`src/cit_pkg.sv`:
```
package cit_pkg;

    // Sequencer states, one-hot
    typedef enum logic [1:0] {
        S_FETCH = 2'b01,
        S_EXEC  = 2'b10
    } cit_state_t;

    // Instruction classes, taken from opcode bits [4:0]
    typedef enum logic [4:0] {
        CL_ARITH_REG   = 5'h00,
        CL_ARITH_DIR   = 5'h01,
        CL_ARITH_IND   = 5'h02,
        CL_ARITH_IMM   = 5'h03,
        CL_PRODUCT     = 5'h04,
        CL_QUOTIENT    = 5'h05,
        CL_MOV_DIR_DIR = 5'h06,
        CL_MOV_DIR_IMM = 5'h07,
        CL_MOV_REG_DIR = 5'h08,
        CL_MOV_DIR_IND = 5'h09,
        CL_MOV_IND_ACC = 5'h0A,
        CL_MOV_IND_DIR = 5'h0B,
        CL_LOAD_PTR16  = 5'h0C,
        CL_CODE_PTR16  = 5'h0D,
        CL_CODE_PC     = 5'h0E,
        CL_XRD_REG8    = 5'h0F,
        CL_XRD_PTR16   = 5'h10,
        CL_XWR_REG8    = 5'h11,
        CL_XWR_PTR16   = 5'h12,
        CL_STACK_PUSH  = 5'h13,
        CL_STACK_POP   = 5'h14,
        CL_SWAP_DIR    = 5'h15,
        CL_NIBBLE_SWAP = 5'h16,
        CL_BIT_AND_C   = 5'h17
    } cit_class_t;

    localparam int          NUM_CLASS   = 24;
    localparam logic [4:0]  CLASS_LAST  = 5'h17;
    localparam int          OP_CLASS_HI = 4;
    localparam int          OP_ARITH_HI = 6;
    localparam int          OP_ARITH_LO = 5;

    // Arithmetic operation select, opcode bits [6:5]
    localparam logic [1:0]  AR_ADD      = 2'h0;
    localparam logic [1:0]  AR_ADD_CARRY  = 2'h1;
    localparam logic [1:0]  AR_SUB_BORROW = 2'h2;
    localparam logic [1:0]  AR_BAD      = 2'h3;

    // Byte lengths and cycle counts
    localparam logic [1:0]  L1 = 2'h1;
    localparam logic [1:0]  L2 = 2'h2;
    localparam logic [1:0]  L3 = 2'h3;
    localparam logic [2:0]  C1 = 3'h1;
    localparam logic [2:0]  C2 = 3'h2;
    localparam logic [2:0]  C3 = 3'h3;
    localparam logic [2:0]  C4 = 3'h4;
    localparam logic [2:0]  C5 = 3'h5;
    localparam logic [2:0]  C6 = 3'h6;
    localparam logic [2:0]  CNT_MAX = 3'h7;

    // Length per class, index 23 on the left
    localparam logic [NUM_CLASS-1:0][1:0] LEN_TAB = {
        L2, L1, L2, L2, L2, L1, L1, L1, L1, L1, L1, L3,
        L2, L1, L2, L2, L3, L3, L1, L1, L2, L1, L2, L1
    };

    // Cycles per class, index 23 on the left
    localparam logic [NUM_CLASS-1:0][2:0] CYC_TAB = {
        C2, C3, C3, C2, C3, C4, C5, C3, C4, C4, C5, C3,
        C3, C2, C3, C3, C3, C3, C6, C2, C2, C2, C2, C1
    };

    localparam logic [15:0] PC_RESET  = 16'h0000;
    localparam logic [7:0]  BYTE_ZERO = 8'h00;

endpackage

```
`src/cit_dec_if.sv`:
```
`timescale 1ns/100ps
`default_nettype none

// Opcode in, decoded timing out
interface cit_dec_if;
    logic [7:0]         opcode;
    cit_pkg::cit_class_t iclass;
    logic [1:0]         arith_op;
    logic [1:0]         ilen;
    logic [2:0]         icycles;
    logic               illegal;

    modport dec (
        input  opcode,
        output iclass,
        output arith_op,
        output ilen,
        output icycles,
        output illegal
    );

    modport core (
        output opcode,
        input  iclass,
        input  arith_op,
        input  ilen,
        input  icycles,
        input  illegal
    );
endinterface

`default_nettype wire

```
`src/cit_decode.sv`:
```
`timescale 1ns/100ps
`default_nettype none

module cit_decode (
    // Decode port
    cit_dec_if.dec d
);

    logic [4:0] cls_idx;
    logic       arith_cls;
    logic       cls_ok;
    logic       bad;

    // Class lookup; unknown codes run as one byte, one cycle
    assign cls_idx   = d.opcode[cit_pkg::OP_CLASS_HI:0];
    assign cls_ok    = (cls_idx <= cit_pkg::CLASS_LAST);
    assign arith_cls = (cls_idx <= cit_pkg::CL_ARITH_IMM);
    assign d.arith_op = d.opcode[cit_pkg::OP_ARITH_HI:cit_pkg::OP_ARITH_LO];
    assign bad       = !cls_ok || (arith_cls && d.arith_op == cit_pkg::AR_BAD);
    assign d.illegal = bad;
    assign d.iclass  = cit_pkg::cit_class_t'(cls_ok ? cls_idx : 5'h00);
    // Tables indexed by the clamped class so no read falls past entry 23
    assign d.ilen    = bad ? cit_pkg::L1 : cit_pkg::LEN_TAB[d.iclass];
    assign d.icycles = bad ? cit_pkg::C1 : cit_pkg::CYC_TAB[d.iclass];

endmodule

`default_nettype wire

```
`src/cit_core.sv`:
```
// Summary of operation
// - Add, add-carry, subtract-borrow from working register: one byte, one cycle.
// - Same three with direct byte source: two bytes, two cycles.
// - Same three with indirect internal RAM source: one byte, two cycles.
// - Same three with immediate operand: two bytes, two cycles.
// - Multiply accumulator by B: one byte, two cycles.
// - Divide accumulator by B: one byte, six cycles.
// - Direct to direct byte copy: three bytes, three cycles.
// - Immediate to direct byte store: three bytes, three cycles.
// - Load working register from direct byte: two bytes, three cycles.
// - Indirect RAM to direct byte copy: two bytes, three cycles.
// - Accumulator to indirect RAM store: one byte, two cycles.
// - Direct byte to indirect RAM copy: two bytes, three cycles.
// - Load 16-bit data pointer from constant: three bytes, three cycles.
// - Code byte at accumulator plus data pointer: one byte, five cycles.
// - Code byte at accumulator plus program counter: one byte, four cycles.
// - External RAM read: four cycles 8-bit address, three cycles 16-bit.
// - External RAM write: five cycles 8-bit address, four cycles 16-bit.
// - Push three cycles, pop two cycles, both two bytes.
// - Swap direct byte with accumulator: two bytes, three cycles.
// - Swap low digit of indirect RAM with accumulator: one byte, three cycles.
// - AND direct bit into carry: two bytes, two cycles.
`timescale 1ns/100ps
`default_nettype none

module cit_core (
    // Clock and reset
    input  wire logic        mclk,
    input  wire logic        rst_n,
    // Program memory
    output logic             fetch_req,
    output logic [15:0]      code_addr,
    input  wire logic [7:0]  code_rdata,
    input  wire logic        code_valid,
    // Instruction status
    output logic             instr_done,
    output logic             busy,
    output logic             illegal,
    output logic [4:0]       instr_class,
    output logic [1:0]       arith_op,
    output logic [1:0]       instr_len,
    output logic [2:0]       instr_cycles,
    output logic [7:0]       operand1,
    output logic [7:0]       operand2
);

    cit_dec_if dif ();

    cit_pkg::cit_state_t state_reg;
    cit_pkg::cit_state_t state_next;
    logic        fetch_reg;
    logic        fetch_next;
    logic        done_reg;
    logic        done_next;
    logic [15:0] pc_reg;
    logic [2:0]  cnt_reg;
    logic [2:0]  cnt_next;
    logic [1:0]  left_reg;
    logic [1:0]  left_next;
    logic [1:0]  len_reg;
    logic [2:0]  cyc_reg;
    logic [4:0]  class_reg;
    logic [1:0]  aop_reg;
    logic        bad_reg;
    logic [7:0]  opnd1_reg;
    logic [7:0]  opnd2_reg;

    logic        st_fetch;
    logic        st_exec;
    logic        take;
    logic        op_take;
    logic        ex_take;
    logic        one_shot;
    logic [1:0]  left_after;
    logic [2:0]  cnt_inc;
    logic        exec_end;
    logic        first_opnd;

    cit_decode u_dec (
        .d (dif.dec)
    );

    // Decode the byte on the bus; only used when an opcode is taken
    assign dif.opcode = code_rdata;

    // Handshake and state decode
    assign st_fetch   = (state_reg == cit_pkg::S_FETCH);
    assign st_exec    = (state_reg == cit_pkg::S_EXEC);
    assign take       = fetch_reg && code_valid;
    assign op_take    = take && st_fetch;
    assign ex_take    = take && st_exec;
    assign one_shot   = op_take && dif.ilen == cit_pkg::L1 && dif.icycles == cit_pkg::C1;
    assign left_after = ex_take ? left_reg - cit_pkg::L1 : left_reg;
    assign cnt_inc    = (cnt_reg == cit_pkg::CNT_MAX) ? cnt_reg : cnt_reg + cit_pkg::C1;
    // End needs both the cycle budget spent and every byte in
    assign exec_end   = st_exec && cnt_inc >= cyc_reg && left_after == 2'h0;
    assign first_opnd = (left_reg + cit_pkg::L1 == len_reg);

    // Next state; a one-cycle instruction never leaves fetch
    always_comb begin
        case (state_reg)
            cit_pkg::S_FETCH: begin
                state_next = (op_take && !one_shot) ? cit_pkg::S_EXEC : cit_pkg::S_FETCH;
            end
            cit_pkg::S_EXEC: begin
                state_next = exec_end ? cit_pkg::S_FETCH : cit_pkg::S_EXEC;
            end
            default: begin
                state_next = cit_pkg::S_FETCH; // Stray code recovers to fetch
            end
        endcase
    end
    // Hold off the next opcode request until the count has elapsed
    assign fetch_next = st_fetch ? (!op_take || one_shot || dif.ilen != cit_pkg::L1)
                                 : (exec_end || left_after != 2'h0);
    assign done_next  = one_shot || exec_end;
    assign cnt_next   = op_take ? cit_pkg::C1 : cnt_inc;
    assign left_next  = op_take ? dif.ilen - cit_pkg::L1 : left_after;

    // Sequencer registers
    always_ff @(posedge mclk or negedge rst_n) begin
        if (!rst_n) begin
            state_reg <= cit_pkg::S_FETCH;
            fetch_reg <= 1'b0;
            done_reg  <= 1'b0;
            cnt_reg   <= cit_pkg::C1;
            left_reg  <= 2'h0;
        end else begin
            state_reg <= state_next;
            fetch_reg <= fetch_next;
            done_reg  <= done_next;
            cnt_reg   <= cnt_next;
            left_reg  <= left_next;
        end
    end

    // Program counter advances once per byte taken
    always_ff @(posedge mclk or negedge rst_n) begin
        if (!rst_n) begin
            pc_reg <= cit_pkg::PC_RESET;
        end else if (take) begin
            pc_reg <= pc_reg + 16'h0001;
        end
    end

    // Decoded timing, latched with the opcode
    always_ff @(posedge mclk or negedge rst_n) begin
        if (!rst_n) begin
            len_reg   <= cit_pkg::L1;
            cyc_reg   <= cit_pkg::C1;
            class_reg <= 5'h00;
            aop_reg   <= cit_pkg::AR_ADD;
            bad_reg   <= 1'b0;
        end else if (op_take) begin
            len_reg   <= dif.ilen;
            cyc_reg   <= dif.icycles;
            class_reg <= dif.iclass;
            aop_reg   <= dif.arith_op;
            bad_reg   <= dif.illegal;
        end
    end

    // Operand bytes in fetch order
    always_ff @(posedge mclk or negedge rst_n) begin
        if (!rst_n) begin
            opnd1_reg <= cit_pkg::BYTE_ZERO;
            opnd2_reg <= cit_pkg::BYTE_ZERO;
        end else if (op_take) begin
            opnd1_reg <= cit_pkg::BYTE_ZERO;
            opnd2_reg <= cit_pkg::BYTE_ZERO;
        end else if (ex_take && first_opnd) begin
            opnd1_reg <= code_rdata;
        end else if (ex_take) begin
            opnd2_reg <= code_rdata;
        end
    end

    // Outputs straight from flops
    assign fetch_req    = fetch_reg;
    assign code_addr    = pc_reg;
    assign instr_done   = done_reg;
    assign busy         = state_reg[1];
    assign illegal      = bad_reg;
    assign instr_class  = class_reg;
    assign arith_op     = aop_reg;
    assign instr_len    = len_reg;
    assign instr_cycles = cyc_reg;
    assign operand1     = opnd1_reg;
    assign operand2     = opnd2_reg;

    // Checking aids: span since opcode, bytes taken, stall seen
    // Span saturates so a long stall cannot wrap round and fake a match
    logic [2:0] span_reg;
    logic [1:0] nbytes_reg;
    logic       stall_reg;
    logic       clean_done;

    always_ff @(posedge mclk or negedge rst_n) begin
        if (!rst_n) begin
            span_reg   <= cit_pkg::CNT_MAX;
            nbytes_reg <= 2'h0;
            stall_reg  <= 1'b0;
        end else begin
            span_reg   <= op_take ? cit_pkg::C1 : cnt_inc_span(span_reg);
            nbytes_reg <= op_take ? cit_pkg::L1 : (ex_take ? nbytes_reg + 2'h1 : nbytes_reg);
            stall_reg  <= op_take ? 1'b0 : (stall_reg || (st_exec && fetch_reg && !code_valid));
        end
    end

    function automatic logic [2:0] cnt_inc_span(input logic [2:0] v);
        cnt_inc_span = (v == cit_pkg::CNT_MAX) ? v : v + cit_pkg::C1;
    endfunction

    // Exact timing is checked only when memory did not stall
    assign clean_done = done_reg && !stall_reg && !bad_reg;
endmodule

`default_nettype wire

```
`config.mk`:
```
export PLATFORM = sky130hd
export DESIGN_NAME = cit_core
export DESIGN_NICKNAME = d
export VERILOG_FILES = /design/src/cit_pkg.sv /design/src/cit_dec_if.sv /design/src/cit_decode.sv /design/src/cit_core.sv
export SDC_FILE = /design/constraint.sdc
export NUM_CORES = 1
export LEC_CHECK = 0
export BUFFER_PORTS_ARGS = -buffer_cell sky130_fd_sc_hd__buf_2
export CAP_MARGIN = 20
export CORE_ASPECT_RATIO = 0.8
export CORE_MARGIN = 4
export CORE_UTILIZATION = 40
export CTS_CLUSTER_DIAMETER = 150
export DETAILED_ROUTE_END_ITERATION = 10
export GPL_ROUTABILITY_DRIVEN = 0
export PLACE_DENSITY_LB_ADDON = 0.12
export SETUP_SLACK_MARGIN = 0.3
export SYNTH_ARGS = -nofsm -noshare
export SYNTH_HDL_FRONTEND = slang
export SYNTH_SLANG_ARGS = --single-unit
```
`constraint.sdc`:
```
create_clock -name mclk -period 2.8 [get_ports mclk]
set_input_delay 0.28 -clock mclk [delete_from_list [all_inputs] [get_ports mclk]]
set_output_delay 0.28 -clock mclk [all_outputs]
set_load 0.01 [all_outputs]
```
Word-level counts from Yosys, hierarchy flattened
Memory sizes are Yosys's and may differ from the RTL's.
Index checks and enable logic that the tools add are counted.
{ "word_totals": {"mem_count": 2, "regBits": 54, "in_bits": 11, "output_inout_bits": 48, "romBits": 160} }
{ "classes": {"n_addsub": 5, "n_eq_ne": 9, "muxes": 18, "order_cmp": 4, "reduce_logical": 23} }
{ "memory_table": {"columns": ["memory", "words", "width", "rd", "rd_ports_with_merged_regs", "write_ports", "line_no", "text"], "rows": [
  ["(no name shown)", 32, 3, 1, 0, 0, "cit_decode.sv:24", "assign d.icycles = bad ? cit_pkg::C1 : cit_pkg::CYC_TAB[d.iclass];"],
  ["(no name shown)", 32, 2, 1, 0, 0, "cit_decode.sv:23", "assign d.ilen = bad ? cit_pkg::L1 : cit_pkg::LEN_TAB[d.iclass];"]
]} }
{ "ops": {"columns": ["op", "count"], "rows": [
  ["2-to-1 mux 8 bit", 5],
  ["adder 16 x 1 -> 16 bit (second input constant)", 1],
  ["2-to-1 mux 2 bit", 6],
  ["2-to-1 mux 3 bit", 4],
  ["logical AND 1 bit", 10],
  ["< comparator 5 x 6 -> 1 bit (second input constant)", 1],
  ["nonzero test 2 bit", 3],
  ["<= comparator 5 x 2 -> 1 bit (second input constant)", 1],
  ["<= comparator 5 bit (second input constant)", 1],
  ["logical OR 1 bit", 5],
  ["2-to-1 mux 5 bit", 1],
  ["equality test 2 x 1 -> 1 bit (second input constant)", 2],
  ["equality test 2 bit (second input constant)", 2],
  ["case mux 2 bit (2 select lines)", 1],
  ["subtractor 2 x 1 -> 2 bit (second input constant)", 2],
  ["adder 3 x 1 -> 3 bit (second input constant)", 1],
  ["equality test 3 x 1 -> 1 bit (second input constant)", 1],
  ["equality test 3 bit (second input constant)", 1],
  [">= comparator 3 bit", 1],
  ["zero test 1 bit", 3],
  ["adder 2 x 1 -> 2 bit (second input constant)", 1],
  ["equality test 2 bit", 1],
  ["zero test 2 bit", 1],
  ["inequality test 2 x 1 -> 1 bit (second input constant)", 1],
  ["other kinds (3)", 3]
]} }

Logic depth before layout (Yosys ltp)
{ "depth": {"word_depth": 12, "ltp_mapped": 12, "mapped_depth_nobuf": 10} }

Modules after synthesis
From an unflattened synthesis, not the netlist that was laid out.
{ "unflattened": {"cells_unflattened": 285, "hier_area_um2": 2866.5} }
{ "modules_own_cells": {"columns": ["module", "area_each_um2", "cells_each", "instances"], "rows": [
  ["cit_core", 2499.9, 236, 1],
  ["cit_decode", 366.6, 49, 1]
]} }

Worst setup path after synthesis
No wires, ideal clock.
{ "synth_path": {"kind": "input-to-reg", "from": "in code_rdata[3]", "to": "reg state_reg[0]", "setup_ps": 82, "setup_slack_ps": 593, "path_stages": 12, "t_arrival_ps": 2125, "t_required_ps": 2718, "path_cell_list": "buf_6 > clkbuf_1 > nand2_1 > nand2_1 > inv_1 > ha_1 > nand3b_1 > o21ai_0 > nand2_1 > ha_1 > a31o_1 > a211o_1"} }
{ "synth_via": {"elab_chain_cells": 12} }
{ "synth_rtl": {"columns": ["item", "line_no", "text"], "rows": [
  ["start, declared", "cit_core.sv:33", "input wire logic [7:0] code_rdata,"],
  ["<= comparator 5 bit", "cit_decode.sv:16", "assign cls_ok = (cls_idx <= cit_pkg::CLASS_LAST);"],
  ["2-to-1 mux 5 bit", "cit_decode.sv:21", "assign d.iclass = cit_pkg::cit_class_t'(cls_ok ? cls_idx : 5'h00);"],
  ["net dif.iclass[1]", "cit_dec_if.sv:7", "cit_pkg::cit_class_t iclass;"],
  ["memory read (32 x 2 bit)", null, null],
  ["2-to-1 mux 2 bit (not written as such)", "cit_decode.sv:23", null],
  ["2-to-1 mux 2 bit", "cit_decode.sv:23", null],
  ["net dif.ilen[0]", "cit_dec_if.sv:9", "logic [1:0] ilen;"],
  ["equality test 2 x 1 -> 1 bit", "cit_core.sv:92", "assign one_shot = op_take && dif.ilen == cit_pkg::L1 && dif.icycles == cit_pkg::C1;"],
  ["logical AND 1 bit (2 in a row)", "cit_core.sv:92", null],
  ["zero test 1 bit", "cit_core.sv:103", "state_next = (op_take && !one_shot) ? cit_pkg::S_EXEC : cit_pkg::S_FETCH;"],
  ["logical AND 1 bit", "cit_core.sv:103", null],
  ["2-to-1 mux 2 bit", "cit_core.sv:103", null],
  ["case mux 2 bit (2 select lines)", "cit_core.sv:101", "case (state_reg)"],
  ["net state_next[0]", "cit_core.sv:50", "cit_pkg::cit_state_t state_next;"],
  ["end signal, assigned", "cit_core.sv:123", "state_reg <= cit_pkg::S_FETCH;"],
  ["end signal, assigned", "cit_core.sv:129", "state_reg <= state_next;"],
  ["end, declared", "cit_core.sv:49", "cit_pkg::cit_state_t state_reg;"]
]} }
The timed path passes the listed nets, and every way through them passes these cells. The select of a mux whose other input is x is not followed.
A chain may end at the register's enable or synchronous reset.

Final worst setup path
{ "layout_path": {"from": "reg cnt_reg[0]", "to": "reg state_reg[0]"} }
{ "layout_via": {"elab_chain_cells": 7} }
{ "layout_rtl": {"columns": ["item", "line_no", "text"], "rows": [
  ["start, declared", "cit_core.sv:56", "logic [2:0] cnt_reg;"],
  ["start signal, assigned", "cit_core.sv:126", "cnt_reg <= cit_pkg::C1;"],
  ["start signal, assigned", "cit_core.sv:132", "cnt_reg <= cnt_next;"],
  ["adder 3 x 1 -> 3 bit / equality test 3 bit (equally long branches)", "cit_core.sv:94", "assign cnt_inc = (cnt_reg == cit_pkg::CNT_MAX) ? cnt_reg : cnt_reg + cit_pkg::C1;"],
  ["2-to-1 mux 3 bit (*)", "cit_core.sv:94", null],
  [">= comparator 3 bit (*)", "cit_core.sv:96", "assign exec_end = st_exec && cnt_inc >= cyc_reg && left_after == 2'h0;"],
  ["logical AND 1 bit (*) (2 in a row)", "cit_core.sv:96", null],
  ["2-to-1 mux 2 bit (*)", "cit_core.sv:106", "state_next = exec_end ? cit_pkg::S_FETCH : cit_pkg::S_EXEC;"],
  ["case mux 2 bit (2 select lines) (*)", "cit_core.sv:101", null],
  ["net state_next[0]", "cit_core.sv:50", null]
]} }
The timed path passes the listed nets; every way through them passes the cells marked *.

==> impl_results.md <==
- Outcome: finished, final reports clean
- Headroom to the max-slew limit: 0.6768
- Post-Synthesis Cell Area: 2633 µm²
- Combinational share of power: 0.384
- Data arrival time of the worst path: 2.51 ns
- CTS Root Cell: sky130_fd_sc_hd__clkbuf_8
- TNS Setup: 0 ns
- Minimum period implied by the final worst setup slack: about 2.3 ns
- Synth async-reset ratio: 1.000
- Antenna violations before repair: 0
- Fraction of power consumed by the clock network: 0.177
- Deepest clock path buffer count: 2
- Maximum number of pins on one net before global-route repair: 37
- Number of fillers in the final layout: about 630
- Top-level port count: 59
- Count of max-cap constraint violations: 0
- H-tree depth: 2
- Number of failing hold endpoints at the final stage: 0
- Share of synthesized area occupied by flip-flops and latches: 0.5152
- Type of the worst setup path: register to register
- Synth-to-layout area growth: 18.35%
- Post-CTS Setup Bufs: 0
- Nets: 330
- Area taken by multi-input logic gates: roughly 1200 µm²
- Warning count from the yosys run: 0
- HPWL after DPL: 4.203 mm
- Overall via count from detail_route: 1,990
- First-pass DRT Iterations: 4
- Total clock sinks: 54
- Leakage power summed over all cells: 0.001592 µW
- Relative contribution of sequential cells to total power: 0.438
- Antenna viol nets, final: 0
- Post-synthesis net count: 270
- Maximum fanout along the worst path: 3
- Inserted Diodes: 0
- Sequential cell area in the final layout: 1356 µm²
- Num rows: 26
- Largest clock skew in the final design: 0.009526 ns
- Number of pins with negative max-slew slack in the final report: 0
- Internal portion of total power: 1678 µW
- Worst-margin pin slew: 0.4830 ns
- Post-detailed-route wirelength per cell: 14.57 µm
- Power, Total: 2671 µW
- Fmax achieved: 441.2 MHz
- Die X: 98.70 µm
- Crit end category: register
- Post-detailed-route via-to-cell ratio: 5.077
- Iteration-0 DRC count of the detailed router: 67
- Total wirelength of the detailed-routed design: 5.712 mm
- #FFs+latches synth: 54
- Fraction of final layout cells sized beyond drive strength 1: 0.2760
- TritonCTS clock tree: yes
- Sw power: 993.2 µW
- Most used DFF post-synth: sky130_fd_sc_hd__dfrtp_1
- EDFF count, synth: 0
- Final worst path period share: 0.8095
- Floorplan die area: approximately 8000 µm²
- Startpoint class of the critical path: register
- Clock-pin slew on the worst setup and hold paths: about 0.10 ns
- Residual DRC: 0
- Synthesized instance count: 247
- Switching share of power: 0.3718
- Die Y-Extent: 80.56 µm
- Setup repair after global routing missed its margin: false
- Required time of the worst setup path: roughly 3.0 ns
- Total congestion overflow: 0
- Vias in the first global route: 1,931
- Mean Syn Cell Area: about 11 µm²
- Max FFs per register: 16
- Number of setup violations in the final report: 0
- Placeable Area: 6376 µm²
- Peak supply drop: 0.0004902 V
- Total power density per cell area: 857.4 nW/µm²
- First-pass GRT wire length: 9.680 mm
- Quantity of I/O buffers inserted on ports: 58
- Number of buffers added by the clock tree synthesis step: 5
- Count of unique library cells instantiated by Yosys: 45
- Starting density of the core: 0.4129
- Worst-skew pair later-pin latency: 0.32 ns
- Global-route usage over all layers: 0.1531
- Min-Delay Path Class: input pin to register
==> what timing repair did <==
action                     CTS  global route
gates resized for setup      0             0
hold endpoints to repair    16             0
hold buffers                 1             0
setup endpoints to repair    0             0
==> Yosys cell counts (all sizes together) (5+ instances only) <==
library cell / n / area, µm²
nor2: 19 / 76.32
nand2: 34 / 127.6
inv: 10 / 37.54
nand3: 7 / 35.03
mux2i: 5 / 50.05
ha: 12 / 150.1
clkbuf: 6 / 22.52
a21oi: 5 / 25.02
xnor2: 15 / 131.4
o21ai: 13 / 65.06
dfrtp: 50 / 1251
a22o: 14 / 122.6
and3: 5 / 31.28
==> worst max-delay path, cell delays in order (launching register included) <==
cell                       delay (ns)
sky130_fd_sc_hd__dfstp_2         0.55
sky130_fd_sc_hd__ha_1            0.15
sky130_fd_sc_hd__nand2_1         0.08
sky130_fd_sc_hd__xnor2_1         0.19
sky130_fd_sc_hd__ha_1            0.26
sky130_fd_sc_hd__nand2b_1        0.14
sky130_fd_sc_hd__a211o_1         0.29
sky130_fd_sc_hd__o211ai_1        0.15
sky130_fd_sc_hd__nor2_1          0.11
sky130_fd_sc_hd__a211o_1         0.28
==> per-layer routing <==
layer | global-route usage | share of wire | vias up
met5 | 0 | 0 | -
met3 | 0.03906 | 0.063 | 7
li1 | - | - | 983
met1 | 0.2158 | 0.49 | 945
met4 | 0.05184 | 0.012 | 0
met2 | 0.2287 | 0.43 | 55
==> cells in the final DEF, fill, tap and decap left out, drive strengths merged, types with 5 or more instances in the layout <==
cell type and instances:
a22o 14, buf 62, and3 5, ha 12
nand2 34, nand3 7, dfrtp 50, mux2i 5
o21ai 13, a21oi 5, inv 11, clkbuf 6
nor2 19, xnor2 15
==> power by group through the flow <==
stage / Combinational (µW) / Sequential [µW] / Clock, µW
after CTS: 1050 / 1180 / 495
final: 1030 / 1170 / 473
after global placement: 1030 / 1190 / 0
after global routing: 1180 / 1210 / 524
after detailed placement: 1040 / 1190 / 0
after floorplan: 604 / 1250 / 0
==> worst paths after layout <==
kind                                  to           from  cells after the start  slack [ns]
setup / recovery            state_reg[0]     cnt_reg[0]                      9        0.53
hold / removal               arith_op[0]  code_rdata[5]                      3        0.21
setup reg to reg            state_reg[0]     cnt_reg[0]                      9        0.53
hold reg to reg            code_addr[15]  code_addr[15]                      1        0.47
max in group asynchronous   state_reg[0]          rst_n                      3        1.51
min in group asynchronous    operand2[4]          rst_n                      2        0.43
==> stage by stage <==
step | cell area [µm²] | hold WS, ns | setup slack [ns] | instances | utilization
2_1_floorplan | 2633 | -0.01559 | 0.5928 | 247 | -
3_3_place_gp | 3007 | 0.2542 | 0.5331 | 383 | 0.4715
3_5_place_dp | 3007 | 0.2569 | 0.4461 | 383 | 0.4715
4_1_cts | 3115 | 0.2041 | 0.5291 | 392 | 0.4886
5_1_grt | 3115 | 0.2038 | 0.3525 | 392 | 0.4886
6_report | 3115 | 0.2089 | 0.5335 | 392 | 0.4886
==> cell type report <==
type | instances | area share
clock buffer | 6 | 0.02651
multi-input combinational | 173 | 0.3811
sequential | 54 | 0.4353
tap | 84 | 0.03373
clock inverter | 2 | 0.005221
inverter | 10 | 0.01205
timing repair buffer | 63 | 0.1060
==> cell families (layout without fill, tap and decap cells) <==
family / Yosys count / after routing / synth area share
and+or+nand+nor: 86 / 86 / 0.1592
AOI/OAI and AO/OA: 47 / 47 / 0.1355
muxes: 9 / 9 / 0.03612
buffers and inverters: 20 / 81 / 0.03375
DFF: 54 / 54 / 0.5152
xor gates and xnor gates: 19 / 19 / 0.06321
adders and majority gates: 12 / 12 / 0.05703
Power figures use the tool's default switching activity.
